`src/pmcs_consts.svh`:
```
// Constants of the power mode clock selector: field positions, codes,
// reset values and timing counts.
// Assumes inclusion by bare name from the switcher and top modules.
`ifndef PMCS_CONSTS_SVH
`define PMCS_CONSTS_SVH

// Register offsets (byte addresses on APB).
`define PMCS_OFF_OSC_CTRL 12'h000
`define PMCS_OFF_STATUS 12'h004
`define PMCS_OFF_SLEEP_CMD 12'h008
`define PMCS_OFF_WAKE 12'h00C
`define PMCS_OFF_STACK 12'h010
`define PMCS_OFF_PC 12'h014
`define PMCS_OFF_FIRST_IO_PORT 12'h018

// Oscillator control field positions.
`define PMCS_IDLE_BIT 7
`define PMCS_SRC_HI 1
`define PMCS_SRC_LO 0

// Clock source field codes.
`define PMCS_SRC_PRIMARY 2'h2
`define PMCS_SRC_SECONDARY 2'h1
`define PMCS_SRC_INTERNAL 2'h3

// Reset values.
`define PMCS_OSC_CTRL_RESET 8'h02
`define PMCS_PC_RESET 21'h000000
`define PMCS_SP_RESET 5'h00

// Interrupt vectors.
`define PMCS_VEC_HIGH 21'h000008
`define PMCS_VEC_LOW 21'h000018

// Clock switch settle time in ns and the derived cycle count.
`define PMCS_SWITCH_NS 100
`define PMCS_CLK_NS 20
`define PMCS_SWITCH_CYC ((`PMCS_SWITCH_NS + `PMCS_CLK_NS - 1) / `PMCS_CLK_NS)

`endif

```
`src/pmcs_pkg.sv`:
```
// Types shared by the power mode clock selector modules.
// Assumes pmcs_consts.svh supplies the numeric constants.
package pmcs_pkg;

    // Operating modes of the device.
    typedef enum logic [2:0] {
        PMCS_PRIMARY_RUN_MODE,
        PMCS_SECONDARY_RUN_MODE,
        PMCS_INT_RUN,
        PMCS_PRIMARY_IDLE_MODE,
        PMCS_SECONDARY_IDLE_MODE,
        PMCS_INT_IDLE,
        PMCS_SLEEP
    } pmcs_mode_type;

    // States of the clock switcher.
    typedef enum logic [1:0] {
        PMCS_SW_STEADY,
        PMCS_SW_WAIT,
        PMCS_SW_SETTLE
    } pmcs_sw_state_type;

endpackage : pmcs_pkg

```
`src/pmcs_sw_if.sv`:
```
// Interface between the mode controller and the clock switcher.
// Assumes one clock domain shared by both ends.
`timescale 1ns/1ns
interface pmcs_sw_if;
    logic [1:0] want_src;
    logic [2:0] src_running;
    logic [1:0] cur_src;
    logic busy;

    modport ctrl (output want_src, output src_running,
                  input cur_src, input busy);
    modport sw (input want_src, input src_running,
                output cur_src, output busy);
endinterface : pmcs_sw_if

```
`src/pmcs_switch.sv`:
```
// Clock source switcher: holds the current source until the new one runs,
// then changes over after a settle interval.
// Assumes source running flags are already synchronised to clk.
`timescale 1ns/1ns
`include "pmcs_consts.svh"
module pmcs_switch #(
    parameter int SETTLE_CYC = `PMCS_SWITCH_CYC
) (
    // Clock and reset.
    input wire logic clk,
    input wire logic arst_n,
    // Link to the mode controller.
    pmcs_sw_if.sw sw
);

    typedef struct packed {
        pmcs_pkg::pmcs_sw_state_type state;
        logic [1:0] cur;
        logic [7:0] cnt;
    } pmcs_sw_regs_type;

    pmcs_sw_regs_type r;
    pmcs_sw_regs_type next_r;

    // Running flag of the source with a given code.
    function automatic logic src_ok(input logic [1:0] s,
                                    input logic [2:0] run);
        src_ok = 1'b0;
        unique case (s)
            `PMCS_SRC_PRIMARY: src_ok = run[0];
            `PMCS_SRC_SECONDARY: src_ok = run[1];
            `PMCS_SRC_INTERNAL: src_ok = run[2];
            default: src_ok = 1'b0;
        endcase
    endfunction : src_ok

    // Next state: the old source keeps clocking while the new one is
    // not running, so no runt pulse can reach the device clock.
    always_comb begin
        next_r = r;
        unique case (r.state)
            pmcs_pkg::PMCS_SW_STEADY: begin
                if (sw.want_src != r.cur && sw.want_src != 2'h0) begin
                    next_r.state = pmcs_pkg::PMCS_SW_WAIT;
                end
            end
            pmcs_pkg::PMCS_SW_WAIT: begin
                if (sw.want_src == r.cur) begin
                    next_r.state = pmcs_pkg::PMCS_SW_STEADY;
                end else if (src_ok(sw.want_src, sw.src_running)) begin
                    next_r.state = pmcs_pkg::PMCS_SW_SETTLE;
                    next_r.cnt = SETTLE_CYC[7:0];
                end
            end
            pmcs_pkg::PMCS_SW_SETTLE: begin
                if (r.cnt <= 8'h01) begin
                    next_r.cur = sw.want_src;
                    next_r.state = pmcs_pkg::PMCS_SW_STEADY;
                    next_r.cnt = 8'h00;
                end else begin
                    next_r.cnt = r.cnt - 8'h01;
                end
            end
        endcase
    end

    // State register.
    always_ff @(posedge clk or negedge arst_n) begin
        if (!arst_n) begin
            r <= '{pmcs_pkg::PMCS_SW_STEADY, `PMCS_SRC_PRIMARY, 8'h00};
        end else begin
            r <= next_r;
        end
    end

    assign sw.cur_src = r.cur;
    assign sw.busy = (r.state != pmcs_pkg::PMCS_SW_STEADY);

endmodule : pmcs_switch

```
`src/pmcs_top.sv`:
```
// Power mode controller: Run, Idle and Sleep modes, clock source choice,
// wake-up handling of stack and program counter, and port A pin gating.
// Assumes APB master on clk, and oscillator, sleep and wake inputs that
// come from other logic or pins; pin inputs are synchronised here.
//
// Register access over APB and the placing of the registers were left to the implementer.
`timescale 1ns/1ns
`include "pmcs_consts.svh"
module pmcs_top #(
    parameter int SETTLE_CYC = `PMCS_SWITCH_CYC
) (
    // Clock and reset.
    input wire logic clk,
    input wire logic arst_n,
    // APB slave.
    input wire logic psel,
    input wire logic penable,
    input wire logic pwrite,
    input wire logic [11:0] paddr,
    input wire logic [31:0] pwdata,
    output logic [31:0] prdata,
    output logic pready,
    output logic pslverr,
    // Oscillator running flags from the sources (asynchronous).
    input wire logic pri_running,
    input wire logic sec_running,
    input wire logic int_running,
    // CPU events on clk.
    input wire logic sleep_exec,
    input wire logic [20:0] cpu_pc,
    // Wake-up requests (asynchronous).
    input wire logic wake_irq,
    input wire logic wake_irq_high,
    input wire logic wake_wdt,
    // Strap: primary oscillator mode uses the two port A pins.
    input wire logic osc_uses_pins,
    // Port A pins 6 and 7 raw input.
    input wire logic [1:0] first_io_port_hi_in,
    // Clock gating and source enables.
    output logic cpu_clk_en,
    output logic periph_clk_en,
    output logic pri_osc_en,
    output logic sec_osc_en,
    output logic int_osc_en,
    output logic [1:0] clk_src_sel,
    output logic [2:0] mode,
    // Wake-up results for the core.
    output logic pc_load,
    output logic [20:0] pc_value,
    output logic [20:0] stack_top,
    output logic [4:0] stack_index_reg,
    output logic [7:0] wake_flags,
    // Port A pins 6 and 7 as seen by software.
    output logic [1:0] first_io_port_hi_val
);

    ////////////////////////////////////////////////////////////////////////
    // State.

    typedef struct packed {
        logic [7:0] oscillator_control_reg;
        pmcs_pkg::pmcs_mode_type mode;
        logic [2:0] run_s1;
        logic [2:0] run_s2;
        logic [2:0] wake_s1;
        logic [2:0] wake_s2;
        logic [1:0] pa_s1;
        logic [1:0] pa_s2;
        logic pins_strap;
        logic strap_done;
        logic [31:0] prdata;
        logic pready;
        logic pslverr;
        logic cpu_en;
        logic per_en;
        logic pri_en;
        logic sec_en;
        logic int_en;
        logic [1:0] src;
        logic pc_load;
        logic [20:0] pc_value;
        logic [20:0] stack_top;
        logic [4:0] sp;
        logic [7:0] wake_flags;
        logic [1:0] first_io_port;
    } pmcs_top_regs_type;

    pmcs_top_regs_type r;
    pmcs_top_regs_type next_r;
    pmcs_sw_if swl();

    logic idle_select_bit;
    logic [1:0] clock_source_field;
    logic access;
    logic wr;
    logic sleeping;
    logic any_wake;
    logic gie_ok;
    logic [31:0] rd;

    assign idle_select_bit = r.oscillator_control_reg[`PMCS_IDLE_BIT];
    assign clock_source_field =
        r.oscillator_control_reg[`PMCS_SRC_HI:`PMCS_SRC_LO];
    assign access = psel && penable && r.pready;
    assign wr = access && pwrite;
    assign sleeping = (r.mode == pmcs_pkg::PMCS_SLEEP);
    assign any_wake = |r.wake_s2;
    // Bit 7 and bit 6 of the wake register act as the two global enables.
    assign gie_ok = r.wake_flags[7] | r.wake_flags[6];

    ////////////////////////////////////////////////////////////////////////
    // Clock switcher.

    assign swl.want_src = clock_source_field;
    assign swl.src_running = r.run_s2;

    pmcs_switch #(
        .SETTLE_CYC(SETTLE_CYC)
    ) u_switch (
        .clk(clk),
        .arst_n(arst_n),
        .sw(swl)
    );

    ////////////////////////////////////////////////////////////////////////
    // Read mux; unmapped addresses read zero with an error.

    always_comb begin
        rd = 32'h00000000;
        unique case (paddr)
            `PMCS_OFF_OSC_CTRL: rd = {24'h000000, r.oscillator_control_reg};
            `PMCS_OFF_STATUS: rd = {24'h000000, swl.busy, r.mode,
                                   swl.cur_src, 2'h0};
            `PMCS_OFF_SLEEP_CMD: rd = 32'h00000000;
            `PMCS_OFF_WAKE: rd = {24'h000000, r.wake_flags};
            `PMCS_OFF_STACK: rd = {6'h00, r.sp, r.stack_top};
            `PMCS_OFF_PC: rd = {11'h000, r.pc_value};
            `PMCS_OFF_FIRST_IO_PORT: rd = {30'h00000000, r.first_io_port};
            default: rd = 32'h00000000;
        endcase
    end

    ////////////////////////////////////////////////////////////////////////
    // Next state.

    always_comb begin
        next_r = r;
        // Two-stage synchronisers on every asynchronous input.
        next_r.run_s1 = {int_running, sec_running, pri_running};
        next_r.run_s2 = r.run_s1;
        next_r.wake_s1 = {wake_wdt, wake_irq_high, wake_irq};
        next_r.wake_s2 = r.wake_s1;
        next_r.pa_s1 = first_io_port_hi_in;
        next_r.pa_s2 = r.pa_s1;
        // The strap is caught once after reset release.
        if (!r.strap_done) begin
            next_r.pins_strap = osc_uses_pins;
            next_r.strap_done = 1'b1;
        end
        next_r.pc_load = 1'b0;

        // APB: one wait state, answer at the second access cycle.
        next_r.pready = psel && penable && !r.pready;
        next_r.pslverr = 1'b0;
        if (psel && penable && !r.pready) begin
            next_r.prdata = pwrite ? 32'h00000000 : rd;
            next_r.pslverr = (paddr > `PMCS_OFF_FIRST_IO_PORT) || (paddr[1:0] != 2'h0);
        end
        if (wr && paddr == `PMCS_OFF_OSC_CTRL) begin
            next_r.oscillator_control_reg = {pwdata[7], 5'h00, pwdata[1:0]};
        end
        if (wr && paddr == `PMCS_OFF_WAKE) begin
            // Software writes the enables and clears cause flags by ones.
            next_r.wake_flags[7:6] = pwdata[7:6];
            next_r.wake_flags[2:0] = r.wake_flags[2:0] & ~pwdata[2:0];
        end

        // Mode tracking in Run; Idle or Sleep only by the sleep command.
        if (r.mode inside {pmcs_pkg::PMCS_PRIMARY_RUN_MODE, pmcs_pkg::PMCS_SECONDARY_RUN_MODE,
                           pmcs_pkg::PMCS_INT_RUN}) begin
            unique case (swl.cur_src)
                `PMCS_SRC_SECONDARY: next_r.mode = pmcs_pkg::PMCS_SECONDARY_RUN_MODE;
                `PMCS_SRC_INTERNAL: next_r.mode = pmcs_pkg::PMCS_INT_RUN;
                default: next_r.mode = pmcs_pkg::PMCS_PRIMARY_RUN_MODE;
            endcase
            if (sleep_exec || (wr && paddr == `PMCS_OFF_SLEEP_CMD)) begin
                if (!idle_select_bit) begin
                    next_r.mode = pmcs_pkg::PMCS_SLEEP;
                end else begin
                    unique case (swl.cur_src)
                        `PMCS_SRC_SECONDARY:
                            next_r.mode = pmcs_pkg::PMCS_SECONDARY_IDLE_MODE;
                        `PMCS_SRC_INTERNAL:
                            next_r.mode = pmcs_pkg::PMCS_INT_IDLE;
                        default: next_r.mode = pmcs_pkg::PMCS_PRIMARY_IDLE_MODE;
                    endcase
                end
            end
        end else if (any_wake) begin
            // Wake returns to the Run mode of the current source.
            unique case (swl.cur_src)
                `PMCS_SRC_SECONDARY: next_r.mode = pmcs_pkg::PMCS_SECONDARY_RUN_MODE;
                `PMCS_SRC_INTERNAL: next_r.mode = pmcs_pkg::PMCS_INT_RUN;
                default: next_r.mode = pmcs_pkg::PMCS_PRIMARY_RUN_MODE;
            endcase
            // Cause flags; the hardware set wins over a software clear.
            next_r.wake_flags[2:0] = next_r.wake_flags[2:0] | r.wake_s2;
            if ((r.wake_s2[0] || r.wake_s2[1]) && gie_ok) begin
                next_r.stack_top = cpu_pc;
                next_r.sp = r.sp + 5'h01;
                next_r.pc_value = r.wake_s2[1] ? `PMCS_VEC_HIGH
                                               : `PMCS_VEC_LOW;
                next_r.pc_load = 1'b1;
            end
        end

        // Clock enables and source enables per mode.
        unique case (next_r.mode)
            pmcs_pkg::PMCS_SLEEP: begin
                next_r.cpu_en = 1'b0;
                next_r.per_en = 1'b0;
            end
            pmcs_pkg::PMCS_PRIMARY_IDLE_MODE, pmcs_pkg::PMCS_SECONDARY_IDLE_MODE,
            pmcs_pkg::PMCS_INT_IDLE: begin
                next_r.cpu_en = 1'b0;
                next_r.per_en = 1'b1;
            end
            default: begin
                next_r.cpu_en = 1'b1;
                next_r.per_en = 1'b1;
            end
        endcase
        // Primary runs in primary run and primary idle, and in any Run mode while the source field asks for it.
        next_r.pri_en = (next_r.mode == pmcs_pkg::PMCS_PRIMARY_RUN_MODE) ||
                        (next_r.mode == pmcs_pkg::PMCS_PRIMARY_IDLE_MODE) ||
                        (clock_source_field == `PMCS_SRC_PRIMARY &&
                         next_r.cpu_en);
        next_r.sec_en = !(next_r.mode == pmcs_pkg::PMCS_SLEEP) &&
                        (clock_source_field == `PMCS_SRC_SECONDARY ||
                         swl.cur_src == `PMCS_SRC_SECONDARY);
        next_r.int_en = !(next_r.mode == pmcs_pkg::PMCS_SLEEP) &&
                        (clock_source_field == `PMCS_SRC_INTERNAL ||
                         swl.cur_src == `PMCS_SRC_INTERNAL);
        next_r.src = swl.cur_src;

        // Port A bits 6 and 7 read zero while the oscillator owns them.
        next_r.first_io_port = r.pins_strap ? 2'h0 : r.pa_s2;
    end

    ////////////////////////////////////////////////////////////////////////
    // State register.

    always_ff @(posedge clk or negedge arst_n) begin
        if (!arst_n) begin
            r <= '0;
            r.oscillator_control_reg <= `PMCS_OSC_CTRL_RESET;
            r.mode <= pmcs_pkg::PMCS_PRIMARY_RUN_MODE;
            r.cpu_en <= 1'b1;
            r.per_en <= 1'b1;
            r.pri_en <= 1'b1;
            r.src <= `PMCS_SRC_PRIMARY;
            r.pc_value <= `PMCS_PC_RESET;
            r.sp <= `PMCS_SP_RESET;
            r.pins_strap <= 1'b1;
        end else begin
            r <= next_r;
        end
    end

    // Outputs straight from flip-flops.
    assign prdata = r.prdata;
    assign pready = r.pready;
    assign pslverr = r.pslverr;
    assign cpu_clk_en = r.cpu_en;
    assign periph_clk_en = r.per_en;
    assign pri_osc_en = r.pri_en;
    assign sec_osc_en = r.sec_en;
    assign int_osc_en = r.int_en;
    assign clk_src_sel = r.src;
    assign mode = r.mode;
    assign pc_load = r.pc_load;
    assign pc_value = r.pc_value;
    assign stack_top = r.stack_top;
    assign stack_index_reg = r.sp;
    assign wake_flags = r.wake_flags;
    assign first_io_port_hi_val = r.first_io_port;

endmodule : pmcs_top

```
`config.mk`:
```
export PLATFORM = sky130hd
export DESIGN_NAME = pmcs_top
export DESIGN_NICKNAME = d
export VERILOG_FILES = /design/src/pmcs_pkg.sv /design/src/pmcs_sw_if.sv /design/src/pmcs_switch.sv /design/src/pmcs_top.sv
export VERILOG_INCLUDE_DIRS = /design/src
export SDC_FILE = /design/constraint.sdc
export NUM_CORES = 1
export LEC_CHECK = 0
export ABC_AREA = 1
export BUFFER_PORTS_ARGS = -buffer_cell sky130_fd_sc_hd__buf_2
export CAP_MARGIN = 20
export CELL_PAD_IN_SITES_DETAIL_PLACEMENT = 0
export CELL_PAD_IN_SITES_GLOBAL_PLACEMENT = 2
export CORE_MARGIN = 2
export CORE_UTILIZATION = 31
export DETAILED_ROUTE_END_ITERATION = 12
export PLACE_DENSITY = 0.83
export SLEW_MARGIN = 25
export SYNTH_ARGS = -nofsm -noshare
export SYNTH_HDL_FRONTEND = slang
export SYNTH_SLANG_ARGS = --single-unit
export TNS_END_PERCENT = 10
```
`constraint.sdc`:
```
create_clock -name clk -period 5.1 [get_ports clk]
set_input_delay 0.255 -clock clk [delete_from_list [all_inputs] [get_ports clk]]
set_output_delay 0.255 -clock clk [all_outputs]
set_load 0.02 [all_outputs]
```
Word-level counts from Yosys, hierarchy flattened
Index checks and enable logic that the tools add are counted.

Multiplexer cells: 30. Order comparisons: 2. Eq/ne operators: 26. Reductions and logical operators: 36. Add/subtract/negate cells: 2. Bitwise operators: 5.

Operators with widths (number): 26-bit case mux with 6 select lines (1); 48-bit two-way mux (3); 12-bit by 5-bit == test with 1-bit output (second input constant) (3); 32-bit two-way mux (1); 12-bit by 4-bit == test with 1-bit output (second input constant) (2); 8-bit two-way mux (3); 3-bit two-way mux (7); 8-bit case mux with 2 select lines (1); 12-bit by 3-bit == test with 1-bit output (second input constant) (1); 12-bit by 5-bit greater-than comparator with 1-bit output (second input constant) (1); 1-bit logical AND (12); 12-bit zero test (1); 3-bit == test (second input constant) (3); 3-bit AND reduction (3); 2-bit == test (second input constant) (4); 8-bit by 1-bit less-or-equal comparator with 1-bit output (second input constant) (1); 2-bit two-way mux (4); 2-bit case mux with 2 select lines (2); 2-bit nonzero test (4); 8-bit by 1-bit subtractor with 8-bit output (second input constant) (1); 1-bit logical OR (7); 2-bit by 1-bit == test with 1-bit output (second input constant) (3); 3-bit by 2-bit == test with 1-bit output (second input constant) (2); 3-bit zero test (2); other kinds (23) (29).

Input bits: 80. Logic and storage cells: 130. Output and inout port bits: 102. Bits in registers: 132.

Longest topological paths before layout
Word-level depth: 12. Gate-level depth with buffers: 14. Gate-level depth less buffers: 14.

By module
From an unflattened synthesis, not the netlist that was laid out.

Cells, all modules: 633. Area, all modules: 5734.2 sq um.

By module, submodules not included: pmcs_top (sequential area each 2384.8 sq um, times used 1, cells each 501, area each 4798.4 sq um); pmcs_switch (sequential area each 301.5 sq um, times used 1, cells each 132, area each 935.9 sq um).

Worst setup path after synthesis
Ideal clock, no wire load.

Kind: register -> register. Start: register u_switch.r[0] in the netlist's numbering. End: register u_switch.r, in the netlist u_switch.sw.cur_src[0]. Path buffers: 1. Data arrival time: 1.540 ns. Clock period less this slack: 1.666 ns. Library setup time: 0.126 ns. Stages on the path, launching flop included: 9. Slack: 3.434 ns. Required time: 4.974 ns. Cells stage by stage: dfrtp_1 > inv_1 > ha_1 > nor2_1 > or3_1 > buf_2 > or2_4 > nand2_1 > o21ai_0.

Longest elaborated chain between the ends: 2.

Ends and longest elaborated chain: start: declaration (line pmcs_switch.sv:22) `pmcs_sw_regs_type r;`; start signal: assignment (line pmcs_switch.sv:70) `` r <= '{pmcs_pkg::PMCS_SW_STEADY, `PMCS_SRC_PRIMARY, 8'h00}; ``; start signal: assignment (line pmcs_switch.sv:72) `r <= next_r;`; 8-bit by 1-bit less-or-equal comparator with 1-bit output (line pmcs_switch.sv:56) `if (r.cnt <= 8'h01) begin`; 2-bit AND reduction (no line).

No other way between the ends. A chain may end at the register's enable or synchronous reset.

Worst setup path after layout
Start: register, netlist name mode[0]. End: register r, in the netlist stack_index_reg[4].

Longest elaborated chain between the ends: 4. Elaborated cells on any way between the ends: 6. Those cells by class: eq/ne: 2; bitwise: 1; reduce/logical: 3.

Ends and longest elaborated chain: 3-bit by 1-bit == test with 1-bit output (tied with other cells) (line pmcs_top.sv:179) `if (r.mode inside {pmcs_pkg::PMCS_PRIMARY_RUN_MODE, pmcs_pkg::PMCS_SECONDARY_RUN_MODE,`; 3-bit nonzero test * (line pmcs_top.sv:179); 1-bit NOT (no line) *; 3-bit AND reduction (no line) *; end signal: assignment (line pmcs_top.sv:266) `r <= next_r;`; end: declaration (line pmcs_top.sv:88) `pmcs_top_regs_type r;`.

Mark *: on every way between the ends. The rest lies on a longest branch, timed or not.

==> metrics.txt <==
Relative slew margins=0.3698; min cycle time layout=2.542 ns; routability cong.=0.8004; synthesized cell area=around 5400 sq um; post-route antenna net violation count=0; crit share post-route=0.4985; initial antenna violation count=0; max reg flops=26; XOR/XNOR Fraction of Synth Area=0.009711; worst path cell trace=inv_1 > o21ai_4 > inv_2 > nor2_4 > inv_2 > nor2_1 > nand3_1 > xnor2_1; # rows=48; Synth Area in Compound Gates=0.06358; Seq/Total Area, Yosys=0.4964; Post-CTS Setup Repair Bufs=0; Core Area=17180 sq um; Synth Instances=628; vias in the first global route=3936; CTS buffer count=9; Inserted Diodes=0; Initial Utilization=0.3150; Layout Skew=0.01109 ns; Tightest Pin Transition=0.9395 ns; DRT Pass-1 Iters=4; mux cell area share after synthesis=0.002081; Pwr Total=2.059 mW; fin nets=784; GRT Util Overall=0.1451; RSZ-0062 raised after global routing=no; first-pass GRT wire length=20.62 mm; CP Launch Type=flip-flop; largest net degree at the start of global routing=61; ys async rst share=1.000; clk slew on worst S/H paths=0.08 ns; Worst Path Required=5.34 ns; CTS Hold Bufs=7; worst-case clock buffer depth=2; post-CTS resize count=0; grt ovf=0; CP Max Fanout=28; Pwr Density=339.7 nW/um^2; final setup vio count=0; DRC viols=0; most frequent CP cell=inv_2; die width=between 100 and 150 microns; Hold Vio Cnt, Final=0; layout cells sized above 1=0.2717; Synth cell types=41; commonest non-fill, non-tap cells in the layout=nand2_1 (193), buf_2 (125), dfrtp_1 (100), inv_1 (45), nand3_1 (42); CP max-delay cell=nor2_4; maximum VDD drop=0.1839 mV; total of warnings raised by yosys=0; CP endpoint kind=flip-flop; Post-synth EDFFs=0; Simple-Gate Fraction of Synth Area=0.2324; post-DP HPWL=9.631 mm; Port Buffers=126; synthesized area per cell=roughly 8.6 sq um; Top delay family on crit path=simple AND/OR/NAND/NOR gates; worst-skew pair later-pin latency=0.36 ns; Main synth FF type=dfrtp_1; fmax=393.3 MHz; H-tree Lvls=3; area grow syn2layout=12.00%; Final Max Tran Viols=0; Fill cells=about 1900; Die Y=136.1 microns; hold crit path type=in -> reg; kind of critical path=reg -> reg; final wirelength=13.03 mm; max-cap violation count=0; total number of vias=4070; Finished Core Util=0.3529; Die ar.=18530 sq um; register bit count reported by yosys=107; Avg WL per Cell=approximately 14 microns; via/cell ratio=4.386; status=completed; Buf+Inv Stages, Crit Path=3; most common cell after layout, fill and taps aside=nand2_1; setup_tns=0 ns; main combinational cell family by area after synthesis=simple AND/OR/NAND/NOR gates; Adder-Cell Fraction of Synth Area=0.01387; clock root cell=clkbuf_16; crit path DAT=2.78 ns; # IOs=182; clock tree sinks=107; CP peak stage delay=about 0.61 ns; P_leak=between 3 and 4 nW; hold slack=0.09393 ns; DR iter-0 viols=291; clock tree from TritonCTS=done
[kinds of logic (layout without fill, tap and decap cells)]
kind of cell,count (synthesis),after routing
other,2,29
adder cells (fa/ha/maj),6,6
multiplexers,1,1
XOR/XNOR,6,6
flip-flops,107,107
AO/OA/AOI/OAI,55,55
AND/OR/NAND/NOR,289,289
buffers and inverters,162,210
[cell usage after synthesis (2+ instances only)]
cell type | count | area [sq um]
a21oi_1 | 8 | 40.04
buf_2 | 4 | 20.02
nor2_4 | 3 | 33.78
o211ai_1 | 4 | 30.03
dfstp_2 | 7 | 183.9
buf_4 | 97 | 728.2
xor2_1 | 3 | 26.28
nor3_1 | 2 | 10.01
o221ai_1 | 3 | 26.28
inv_1 | 45 | 168.9
a21oi_2 | 3 | 26.28
inv_2 | 10 | 37.54
dfrtp_1 | 100 | 2502
nand2_2 | 5 | 31.28
o21ai_1 | 2 | 10.01
nand4_1 | 7 | 43.79
nand3_1 | 42 | 210.2
clkbuf_1 | 5 | 18.77
o21ai_0 | 28 | 140.1
conb_1 | 2 | 7.510
nor2_2 | 5 | 31.28
xnor2_1 | 3 | 26.28
nor2_1 | 22 | 82.58
nand3_2 | 2 | 20.02
nor3_2 | 3 | 30.03
nand2_1 | 193 | 724.4
ha_1 | 6 | 75.07
[metrics by stage]
step / setup slack (ns) / instance area, sq um / cells
floorplan: 3.434 / 5513 / 655
global placement: 2.532 / 5685 / 903
detailed placement: 2.531 / 5685 / 903
CTS: 2.509 / 6041 / 926
global route: 2.291 / 6061 / 928
finish: 2.558 / 6061 / 928
[worst paths after layout]
| path | from | endpoint | slack, ns | cells after the start |
|---|---|---|---|---|
| max | mode[0] | stack_index_reg[4] | 2.56 | 8 |
| min in group asynchronous | arst_n | mode[2] | 0.46 | 2 |
| max in group asynchronous | arst_n | stack_top[0] | 3.45 | 3 |
| min | cpu_pc[6] | stack_top[6] | 0.09 | 3 |
| max reg2reg | mode[0] | stack_index_reg[4] | 2.56 | 8 |
| min reg2reg | next_r[106] | r[106] | 0.35 | 0 |
[power by group]
part	internal (mW)	leakage, nW	total, mW	switching (mW)
Combinational	0.117	1.72	0.373	0.256
Sequential	0.930	1.35	1.00	0.0723
Clock	0.340	0.136	0.684	0.343
Total	1.39	3.21	2.06	0.671
[cell type report]
type                       instances  area, sq um  share of cell area
sequential                       107         2686              0.4432
multi-input combinational        386         1852              0.3055
timing repair buffer             138        745.7              0.1230
tap                              225        281.5             0.04645
clock buffer                       9        225.2             0.03716
inverter                          56        210.2             0.03468
clock inverter                     7        60.06            0.009909
[tightest hold or removal path, stage by stage]
cell and delay [ns]:
buf_2 0.07, nand2_1 0.04, nand2_1 0.05
[per-layer routing]
| layer | global-route usage | vias to the layer above | part of all wire |
|---|---|---|---|
| met3 | 0.03915 | 14 | 0.054 |
| met5 | 0 | - | 0 |
| li1 | - | 1998 | - |
| met4 | 0.04167 | 0 | 0.013 |
| met2 | 0.2328 | 105 | 0.47 |
| met1 | 0.1924 | 1953 | 0.46 |
(Power assumes the default switching activity.)
